### src/core/fat_pkg.sv
/*
 fast alarm timer package: register offsets, control field positions, reset values,
 state enum and the packed state struct of the timer core.
 assumes a 32-bit apb slave with word-aligned registers.
*/
package fat_pkg;
   // ----------------------------------------------------------------
   // register offsets (byte addresses)
   // ----------------------------------------------------------------
   localparam logic [7:0] FAT_OFF_UPPER = 8'h00;
   localparam logic [7:0] FAT_OFF_LOWER = 8'h04;
   localparam logic [7:0] FAT_OFF_MATCH = 8'h08;
   localparam logic [7:0] FAT_OFF_RELOAD = 8'h0C;
   localparam logic [7:0] FAT_OFF_CTRL = 8'h10;
   // ----------------------------------------------------------------
   // control field positions
   // ----------------------------------------------------------------
   localparam int FAT_B_TEN = 0;
   localparam int FAT_B_LAE = 1;
   localparam int FAT_B_SAE = 2;
   localparam int FAT_B_BUSY = 3;
   localparam int FAT_B_RDY = 4;
   localparam int FAT_B_RDYE = 5;
   localparam int FAT_B_LFL = 6;
   localparam int FAT_B_SFL = 7;
   localparam int FAT_B_WE = 15;
   // ----------------------------------------------------------------
   // widths, maxima and reset values
   // ----------------------------------------------------------------
   localparam int FAT_LOW_W = 12;
   localparam int FAT_MATCH_W = 20;
   localparam logic [11:0] FAT_LOW_MAX = 12'hFFF;
   localparam logic [31:0] FAT_ALL_ONES = 32'hFFFFFFFF;
   localparam logic [31:0] FAT_RST_WORD = 32'h00000000;
   localparam logic [11:0] FAT_LOW_RST = 12'h000;
   localparam logic [19:0] FAT_MATCH_RST = 20'h00000;
   localparam logic [31:0] FAT_ERR_DATA = 32'h00000000;

   // pending write kinds waiting for the next tick
   typedef enum logic [1:0] {
      FAT_IDLE = 2'b00,
      FAT_SYNC = 2'b01
   } fat_sync_e;

   // apb request bundle
   typedef struct packed {
      logic psel;
      logic penable;
      logic pwrite;
      logic [7:0] paddr;
      logic [31:0] pwdata;
   } fat_apb_req_s;

   // whole state of the core
   typedef struct packed {
      logic [31:0] upper;
      logic [11:0] lower;
      logic [19:0] match;
      logic [31:0] reload;
      logic [31:0] sa_cnt;
      logic ten;
      logic lae;
      logic sae;
      logic rdy;
      logic rdye;
      logic lfl;
      logic sfl;
      logic we;
      fat_sync_e sync;
      logic p_ten;
      logic p_lae;
      logic p_sae;
      logic p_upd;
      logic [31:0] p_upper;
      logic p_lowupd;
      logic [11:0] p_lower;
      logic sa_load;
      logic irq;
      logic wake;
      logic pready;
      logic [31:0] prdata;
      logic pslverr;
   } fat_state_s;
endpackage

### src/core/fat_timer.sv
/*
 fast alarm timer core: 44-bit free running tick timer with long match alarm,
 auto-reload short alarm, busy write protection and ready read window, behind apb.
 assumes i_tick is a one-cycle pulse synchronous to i_clk_sys, one per fast timer tick.
*/
// The APB slave port was left to the implementer.
`timescale 1ns/100ps
// Summary of operation
// - upper count advances when the 12-bit lower count wraps to zero
// - lower count in bits 11:0 advances once per tick while enabled
// - counting continues until disabled; reads never change the count
// - with long alarm enabled, upper bits 19:0 equal match value sets long flag and interrupt
// - short alarm counter starts at reload and steps with each lower count change
// - short counter wrap to zero sets short flag and reloads at once
// - reload zero gives the full 32-bit alarm interval
// - enable delay affects only the first short alarm; later ones exact
// - busy set at reset, upper or lower count write and enable bit changes
// - while busy, protected control bits and count writes are blocked
// - pending write applied on next tick, then busy clears
// - ready clears one tick before carry ripple and sets right after
// - software may clear ready; it stays clear until next ripple
// - ready enable bit 5 raises interrupt when hardware sets ready
// - timer enable writes ignored unless write-unlock bit 15 already set
// - short flag bit 7 and long flag bit 6 drive wake-up while set
// - bits 2,1,0 enable short alarm, long alarm, timer; changes go via busy
module fat_timer (
   // clock, reset, enable
   input wire logic i_clk_sys,
   input wire logic i_rst,
   input wire logic i_ce,
   // fast timer tick
   input wire logic i_tick,
   // apb slave
   input wire fat_pkg::fat_apb_req_s i_apb,
   output logic o_pready,
   output logic [31:0] o_prdata,
   output logic o_pslverr,
   // events
   output logic o_irq,
   output logic o_wake
);
   import fat_pkg::*;

   fat_state_s state_reg;
   fat_state_s state_next;
   logic acc;
   logic wr;
   logic busy;
   logic low_wrap;
   logic ripple_soon;
   logic [31:0] rd;
   logic [31:0] sa_inc;

   // ----------------------------------------------------------------
   // helper terms
   // ----------------------------------------------------------------
   // one-cycle access phase; reads have no side effects
   assign acc = i_apb.psel & i_apb.penable & ~state_reg.pready;
   assign wr = acc & i_apb.pwrite;
   assign busy = (state_reg.sync != FAT_IDLE);
   assign low_wrap = state_reg.ten & i_tick & (state_reg.lower == FAT_LOW_MAX);
   // the tick that brings the lower count to all ones opens the ripple
   assign ripple_soon = state_reg.ten & (state_reg.lower == (FAT_LOW_MAX - 12'h001));
   assign sa_inc = state_reg.sa_cnt + 32'h00000001;

   // read mux
   always_comb begin
      rd = FAT_ERR_DATA;
      case (i_apb.paddr)
         FAT_OFF_UPPER: rd = state_reg.upper;
         FAT_OFF_LOWER: rd = {20'h00000, state_reg.lower};
         FAT_OFF_MATCH: rd = {12'h000, state_reg.match};
         FAT_OFF_RELOAD: rd = state_reg.reload;
         FAT_OFF_CTRL: begin
            rd[FAT_B_TEN] = state_reg.ten;
            rd[FAT_B_LAE] = state_reg.lae;
            rd[FAT_B_SAE] = state_reg.sae;
            rd[FAT_B_BUSY] = busy;
            rd[FAT_B_RDY] = state_reg.rdy;
            rd[FAT_B_RDYE] = state_reg.rdye;
            rd[FAT_B_LFL] = state_reg.lfl;
            rd[FAT_B_SFL] = state_reg.sfl;
            rd[FAT_B_WE] = state_reg.we;
         end
         default: rd = FAT_ERR_DATA;
      endcase
   end

   // ----------------------------------------------------------------
   // next-state logic
   // ----------------------------------------------------------------
   always_comb begin
      logic rdy_set;
      logic sa_wrap;
      logic [31:0] w;
      rdy_set = 1'b0;
      sa_wrap = 1'b0;
      w = i_apb.pwdata;
      state_next = state_reg;
      state_next.pready = acc;
      state_next.pslverr = 1'b0;
      state_next.prdata = state_reg.prdata;
      if (acc) begin
         state_next.prdata = i_apb.pwrite ? FAT_ERR_DATA : rd;
         state_next.pslverr = (rd == FAT_ERR_DATA) & (i_apb.paddr > FAT_OFF_CTRL);
      end
      // ripple window control
      if (i_tick & ripple_soon & ~low_wrap) begin
         state_next.rdy = 1'b0;
      end
      // lower/upper counting
      if (state_reg.ten & i_tick) begin
         state_next.lower = state_reg.lower + 12'h001;
         if (low_wrap) begin
            state_next.upper = state_reg.upper + 32'h00000001;
         end
         // short alarm counter steps with the lower count
         if (state_reg.sae & ~state_reg.sa_load) begin
            if (state_reg.sa_cnt == FAT_ALL_ONES) begin
               sa_wrap = 1'b1;
               state_next.sa_cnt = state_reg.reload; // reload at wrap
            end else begin
               state_next.sa_cnt = sa_inc;
            end
         end
      end
      // ready reasserts after the ripple completes
      if (state_reg.ten & i_tick & (state_reg.lower == FAT_LOW_RST) & ~state_reg.rdy) begin
         rdy_set = 1'b1;
      end
      // software writes
      if (wr) begin
         case (i_apb.paddr)
            FAT_OFF_UPPER: if (!busy) begin
               state_next.p_upd = 1'b1;
               state_next.p_upper = w;
               state_next.sync = FAT_SYNC;
            end
            FAT_OFF_LOWER: if (!busy) begin
               state_next.p_lowupd = 1'b1;
               state_next.p_lower = w[FAT_LOW_W-1:0];
               state_next.sync = FAT_SYNC;
            end
            FAT_OFF_MATCH: state_next.match = w[FAT_MATCH_W-1:0];
            FAT_OFF_RELOAD: state_next.reload = w;
            FAT_OFF_CTRL: begin
               state_next.we = w[FAT_B_WE];
               state_next.rdye = w[FAT_B_RDYE];
               if (!w[FAT_B_RDY]) begin
                  state_next.rdy = 1'b0; // software clear
               end
               // write zero clears flags, one
               if (!w[FAT_B_LFL]) begin
                  state_next.lfl = 1'b0;
               end
               if (!w[FAT_B_SFL]) begin
                  state_next.sfl = 1'b0;
               end
               if (!busy) begin
                  state_next.p_ten = state_reg.we ? w[FAT_B_TEN] : state_reg.ten;
                  state_next.p_lae = w[FAT_B_LAE];
                  state_next.p_sae = w[FAT_B_SAE];
                  if ((state_next.p_ten != state_reg.ten) | (w[FAT_B_LAE] != state_reg.lae)
                      | (w[FAT_B_SAE] != state_reg.sae)) begin
                     state_next.sync = FAT_SYNC; // change goes through busy
                  end
               end
            end
            default: state_next.sync = state_reg.sync;
         endcase
      end
      // ready set by hardware wins over a software clear
      if (rdy_set) begin
         state_next.rdy = 1'b1;
      end
      // alarm flags: set wins over clear
      if (state_reg.lae & (state_reg.upper[FAT_MATCH_W-1:0] == state_reg.match)) begin
         state_next.lfl = 1'b1;
      end
      if (sa_wrap) begin
         state_next.sfl = 1'b1;
      end
      // the short counter loads from the reload on the first tick after enabling
      if (i_tick & state_reg.sa_load) begin
         state_next.sa_cnt = state_reg.reload;
         state_next.sa_load = 1'b0;
      end
      // pending writes are applied on the next tick
      if (i_tick & busy) begin
         state_next.sync = FAT_IDLE;
         state_next.ten = state_reg.p_ten;
         state_next.lae = state_reg.p_lae;
         state_next.sae = state_reg.p_sae;
         state_next.sa_load = state_reg.p_sae & ~state_reg.sae;
         if (state_reg.p_upd) begin
            state_next.upper = state_reg.p_upper;
            state_next.p_upd = 1'b0;
         end
         if (state_reg.p_lowupd) begin
            state_next.lower = state_reg.p_lower;
            state_next.p_lowupd = 1'b0;
         end
      end
      // interrupt and wake outputs
      state_next.irq = (state_next.lfl & state_next.lae) | (state_next.sfl & state_next.sae)
                       | (rdy_set & state_reg.rdye);
      state_next.wake = state_next.lfl | state_next.sfl;
   end

   // ----------------------------------------------------------------
   // state register
   // ----------------------------------------------------------------
   always_ff @(posedge i_clk_sys or posedge i_rst) begin
      if (i_rst) begin
         state_reg <= '0;
         state_reg.sync <= FAT_SYNC; // busy after reset
      end else if (i_ce) begin
         state_reg <= state_next;
      end
   end

   assign o_pready = state_reg.pready;
   assign o_prdata = state_reg.prdata;
   assign o_pslverr = state_reg.pslverr;
   assign o_irq = state_reg.irq;
   assign o_wake = state_reg.wake;

   // ----------------------------------------------------------------
   // assertions
   // ----------------------------------------------------------------
   a_upper_carry: assert property (@(posedge i_clk_sys) disable iff (i_rst)
      (i_ce & low_wrap & ~busy) |=> (state_reg.upper == $past(state_reg.upper) + 32'h00000001))
      else $error("upper count missed carry");
   a_lower_step: assert property (@(posedge i_clk_sys) disable iff (i_rst)
      (i_ce & i_tick & state_reg.ten & ~busy) |=>
      (state_reg.lower == $past(state_reg.lower) + 12'h001))
      else $error("lower count did not step");
   a_count_hold: assert property (@(posedge i_clk_sys) disable iff (i_rst)
      (i_ce & ~i_tick) |=> $stable(state_reg.lower))
      else $error("count moved without tick");
   a_long_flag: assert property (@(posedge i_clk_sys) disable iff (i_rst)
      (i_ce & state_reg.lae & (state_reg.upper[19:0] == state_reg.match)) |=> state_reg.lfl)
      else $error("long flag not set on match");
   a_short_reload: assert property (@(posedge i_clk_sys) disable iff (i_rst)
      (i_ce & i_tick & state_reg.ten & state_reg.sae & ~state_reg.sa_load & ~busy
       & (state_reg.sa_cnt == FAT_ALL_ONES)) |=> (state_reg.sfl & state_reg.sa_cnt == $past(state_reg.reload)))
      else $error("short alarm wrap wrong");
   a_busy_clear: assert property (@(posedge i_clk_sys) disable iff (i_rst)
      (i_ce & i_tick & busy) |=> ~busy)
      else $error("busy not cleared on tick");
   a_busy_block: assert property (@(posedge i_clk_sys) disable iff (i_rst)
      (i_ce & busy & ~i_tick) |=> $stable(state_reg.p_ten))
      else $error("write accepted while busy");
   a_wake_out: assert property (@(posedge i_clk_sys) disable iff (i_rst)
      (i_ce & state_reg.lae & (state_reg.upper[19:0] == state_reg.match)) |=> o_wake)
      else $error("wake not raised");
   a_ready_clear: assert property (@(posedge i_clk_sys) disable iff (i_rst)
      (i_ce & i_tick & state_reg.ten & (state_reg.lower == (FAT_LOW_MAX - 12'h001)))
      |=> ~state_reg.rdy)
      else $error("ready not cleared before ripple");
   a_ready_irq: assert property (@(posedge i_clk_sys) disable iff (i_rst)
      (i_ce & i_tick & state_reg.ten & state_reg.rdye & ~state_reg.rdy
       & (state_reg.lower == FAT_LOW_RST)) |=> (o_irq & state_reg.rdy))
      else $error("ready interrupt missing");
   c_long_alarm: cover property (@(posedge i_clk_sys) disable iff (i_rst) state_reg.lfl);
   c_short_alarm: cover property (@(posedge i_clk_sys) disable iff (i_rst) state_reg.sfl);
   c_ready_irq: cover property (@(posedge i_clk_sys) disable iff (i_rst)
      state_reg.rdye & $rose(state_reg.rdy));
endmodule

### config.mk
export PLATFORM = sky130hd
export DESIGN_NAME = fat_timer
export DESIGN_NICKNAME = d
export VERILOG_FILES = /design/src/core/fat_pkg.sv /design/src/core/fat_timer.sv
export SDC_FILE = /design/constraint.sdc
export NUM_CORES = 1
export LEC_CHECK = 0
export BUFFER_PORTS_ARGS = -buffer_cell sky130_fd_sc_hd__buf_2
export CAP_MARGIN = 10
export CORE_MARGIN = 5
export CORE_UTILIZATION = 60
export CTS_BUF_LIST = sky130_fd_sc_hd__clkbuf_2
export DETAILED_ROUTE_END_ITERATION = 8
export PLACE_DENSITY = 0.87
export REMOVE_ABC_BUFFERS = 1
export SLEW_MARGIN = 5
export SYNTH_ARGS = -nofsm -noshare
export SYNTH_HDL_FRONTEND = slang
export SYNTH_SLANG_ARGS = --single-unit
### constraint.sdc
create_clock -name i_clk_sys -period 21.8 [get_ports i_clk_sys]
set_input_delay 5.45 -clock i_clk_sys [delete_from_list [all_inputs] [get_ports i_clk_sys]]
set_output_delay 5.45 -clock i_clk_sys [all_outputs]
set_load 0.03 [all_outputs]
-- Yosys cells after proc, flatten, opt, wreduce, memory -nomap -nowiden
Index checks and enable logic that the tools add are counted.
- input bits: 47
- bits in registers: 224
- output and inout port bits: 36
- magnitude comparators: 1
- add/sub/neg operators: 3
- equality and inequality tests: 14
- reductions and logical operators: 21
- bitwise gates (word level): 30
- mux-type cells: 46
- operators by type and width (kind ; count):
    32-bit 2-to-1 mux ; 7
    44-bit 2-to-1 mux ; 2
    33-bit 2-to-1 mux ; 2
    32-bit by 1-bit adder with 32-bit output (second input constant) ; 2
    56-bit 2-to-1 mux ; 1
    16-bit case mux with 3 select lines ; 1
    8-bit case mux with 5 select lines ; 1
    32-bit equality test (second input constant) ; 1
    32-bit zero test ; 1
    7-bit case mux with 4 select lines ; 1
    13-bit 2-to-1 mux ; 2
    12-bit equality test (second input constant) ; 2
    20-bit equality test ; 1
    1-bit bitwise AND ; 19
    1-bit 2-to-1 mux ; 19
    8-bit by 4-bit equality test with 1-bit output (second input constant) ; 2
    12-bit by 1-bit adder with 12-bit output (second input constant) ; 1
    12-bit zero test ; 1
    12-bit 2-to-1 mux ; 1
    3-bit AND reduction ; 4
    4-bit AND reduction ; 3
    5-bit 2-to-1 mux ; 2
    2-bit nonzero test ; 5
    8-bit by 3-bit equality test with 1-bit output (second input constant) ; 1
    other kinds (16) ; 33

-- Longest topological paths before layout
- word-level depth: 12
- mapped depth: 9
- mapped depth without buffers: 7

-- Worst setup path after synthesis
No wires, ideal clock.
- kind: input to register
- from: input port i_apb[37] (netlist name)
- to: register state_reg[128] (netlist name)
- required time: 21.675 ns
- cell stages on the path: 8
- arrival time: 7.036 ns
- setup slack: 14.639 ns
- library setup time: 0.125 ns
- cell sequence: nor3_1 > and2_1 > and3_1 > buf_2 > inv_2 > nor2_2 > buf_4 > mux2_2
- word-level cells in the longest chain between the ends: 2
- RTL lines (element ; RTL line ; RTL):
    from (decl) ; fat_timer.sv:34 ; input wire fat_pkg::fat_apb_req_s i_apb,
    8-bit by 4-bit equality test with 1-bit output ; fat_timer.sv:133 ; case (i_apb.paddr)
    3-bit AND reduction (no line) ; - ;
    to (signal assigned) ; fat_timer.sv:218 ; state_reg <= state_next;
    to (decl) ; fat_timer.sv:44 ; fat_state_s state_reg;
No other way between the ends.
A chain may end at the register's enable or synchronous reset.

-- Worst setup path after layout
- from: input port i_apb[37] (netlist name)
- to: register state_reg[135] (netlist name)
The elaborated chain is that of the path after synthesis.

==> flow_metrics.tcl <==
set metrics [dict create \
    status "finished clean" \
    synth_edf_count 0 \
    cts-buffers-inserted 55 \
    path_cells "buf_2, nor3_1, and2_1, and3_1, inv_2, nor2_4, mux2_2" \
    tns_ps 0 \
    postRouteAntennaNets 0 \
    r2r_slack_ps 18890 \
    syn_inst 1173 \
    grt_start_max_net_pins 110 \
    cts.sinks 223 \
    rsz0062_at_grt "no" \
    cts.repair.resized 0 \
    grt_pass1_vias 9822 \
    drt_iter0_drc 1145 \
    synth_top_area_share_pct 47.4 \
    met1_length_um 12500 \
    die-width_um 150 \
    top_layer "met5" \
    largest_reg_flops 187 \
    drc 0 \
    critical_path_class "in2reg" \
    synth-main-ff-cell "dfrtp_1" \
    ys_ff_latch 223 \
    postCtsSetupBuffers 0 \
    htreeDepth 2 \
    antenna_found_initial 2 \
    via_count 10100 \
    path_max_fanout 32 \
    place_area_sq_mm 0.0120 \
    yosysWarnings 0 \
    fp.dieArea_sq_mm 0.0224 \
    peakVddDrop_uv 36.0 \
    drive_gt1_share_pct 24.6 \
    dpl.hpwl_um 22100 \
    cts_max_path_buffers 3 \
    critPathArrivalTime_ps 8410 \
    start_kind "input port" \
    end_kind "flip-flop" \
    cap_violations 0 \
    required_ps 22500 \
    clkLatencyLatePin_ps 850 \
    synth_area_leaders "dfrtp_1 (47%), mux2_2 (11%), a21oi_1 (4.3%)" \
    cts_root_buf "clkbuf_2" \
    finalHoldViolCount 0 \
    leakage_nw 5.81 \
    cpMaxStageDelayCell "nor2_4" \
    hold_path_class "reg2reg" \
    slew_violations 0 \
    setup_viol 0 \
    syn_area_sq_mm 0.0117 \
    met3_length_um 2870 \
    powerDensity_mw_per_mm2 61.7 \
    viasPerCell 6.68 \
    nNetsFinal 1266 \
    min_period_ps 7710 \
    async_flop_share_pct 100 \
    max_freq_ghz 0.130 \
    placementRows 51 \
    areaGrowthSynthToFinish_pct 6.02 \
    fin_area_sq_mm 0.0124 \
    place.gp.congestion 0.977 \
    avgSynthCellArea_sq_um 9.99 \
    path_buf_inv 2 \
    overflow 0 \
    post_drt_wl_per_cell_um 21.2 \
    critPathTopFamily "simple AND/OR/NAND/NOR gates" \
    synth_top_area_cell "dfrtp_1" \
    fillers 1536 \
    die_h_um 150 \
    cts_tree "yes" \
    clkTransAtPathRegs_ps 90 \
    grt_pass1_wl_um 51500 \
    yosysSeqAreaShare_pct 47.6 \
    worstMarginPinSlew_ps 1110 \
    fin_crit_sh_pct 35.4 \
    io_pins 83 \
    max_stage_delay_ps 880 \
    portBuffers 82 \
    wl_um 32100 \
    firstDrtPassIters 6 \
    start_util_pct 60.6 \
    wl_met2_um 15200 \
    ys_types 73 \
    skew_ps 47.6 \
    holdBufCountCts 0 \
    slew_headroom_pct 26.2 \
    core_sq_mm 0.0193 \
    globalRouteTotalUtil_pct 28.9 \
]
-- worst min-delay path: stages, from the launching register on --
cell and delay, ps:
dfrtp_1 340, nand2_1 50, o21ai_0 60
-- area by class of cell --
type / instances / area (sq um) / area share, %
repair buffers: 94 / 500 / 4.03
clock buffers: 75 / 375 / 3.02
well taps: 265 / 332 / 2.67
diodes: 1 / 2.50 / 0.0201
flip-flops and latches: 223 / 5580 / 44.9
inverters: 30 / 120 / 0.967
clock inverters: 16 / 62.6 / 0.504
multi-input cells: 810 / 5450 / 43.9
-- kinds of logic (layout without fill, tap and decap cells) --
group	count (synthesis)	count (layout)	synth area share, %
other	0	1	0
DFF	223	223	47.6
adders and majority gates	5	5	0.534
xor gates and xnor gates	23	23	1.72
buffers and inverters	140	215	6.02
AOI/OAI and AO/OA	323	323	17.3
muxes	129	129	12.3
and+or+nand+nor	330	330	14.6
-- where the power goes --
| group | leakage [nW] | switching, mW | internal (mW) |
|---|---|---|---|
| Clock | 0.341 | 0.165 | 0.0918 |
| Sequential | 3.02 | 0.0216 | 0.428 |
| Combinational | 2.45 | 0.0391 | 0.0216 |
-- synth_stat cells, types with 4 or more instances --
master	number
clkbuf_1	51
nand4_1	25
nor2_1	53
a31oi_1	9
and2_1	5
a221oi_1	9
and4_1	5
xnor2_1	14
dfrtp_1	222
o21ai_1	8
mux2_2	113
a222oi_1	4
a21oi_1	100
and3_1	15
nand2_1	94
buf_6	4
buf_4	35
o32ai_1	4
xor2_1	9
o21a_1	5
nor2b_1	4
ha_1	5
mux2i_1	15
a22oi_1	27
or3_1	9
o22ai_1	31
nand3_1	63
inv_1	29
a211oi_1	4
buf_1	5
a21o_1	7
o22a_1	4
a2bb2oi_1	13
o21ai_0	68
a311oi_1	7
nor4_1	14
buf_2	15
nor3_1	16
-- per-stage QoR --
stage                     hold WS (ps)  setup slack, ps  util [%]  cells  total power, mW
after CTS                          488            14180      64.2   1513            0.768
after global routing               509            14010      64.3   1514            0.801
after detailed placement           466            13320      62.0   1422            0.516
final                              482            14090      64.3   1514            0.767
after floorplan                    453            10250         -   1063            0.486
after global placement             457            13480      62.0   1422            0.512
-- final timing paths --
check / from / to / cells after the start
max reg2reg: state_reg[96] / state_reg[102] / 8
min in group asynchronous: i_rst / state_reg[128] / 2
min reg2reg: o_prdata[26] / o_prdata[26] / 2
min: o_prdata[26] / o_prdata[26] / 2
max: i_apb[37] / state_reg[135] / 7
max in group asynchronous: i_rst / state_reg[172] / 4
-- per-layer routing --
metal / vias to the layer above / global-route usage (%)
li1: 4417 / -
met5: - / 0
met1: 4980 / 37.8
met3: 121 / 5.84
met4: 2 / 13.3
met2: 596 / 46.8
-- cells in the final DEF (no fill, tap or decap), drive strengths merged, types with 4 or more instances in the layout --
master	count
mux2i	15
buf	94
clkbuf	75
a222oi	4
o32ai	4
o21a	5
nor2b	4
xor2	9
mux2	114
o21ai	76
nand3	65
and2	5
and4	5
inv	30
dfrtp	222
a22oi	27
or2	5
nand2	94
a2bb2oi	13
o22ai	31
a211oi	4
ha	5
nor2	55
a21oi	101
nand4	26
a21o	7
clkinv	16
a311oi	7
xnor2	14
a31oi	9
nor4	19
or3	9
nor3	17
and3	15
o22a	4
a221oi	9
No activity file was read; power rests on OpenSTA's default activity.
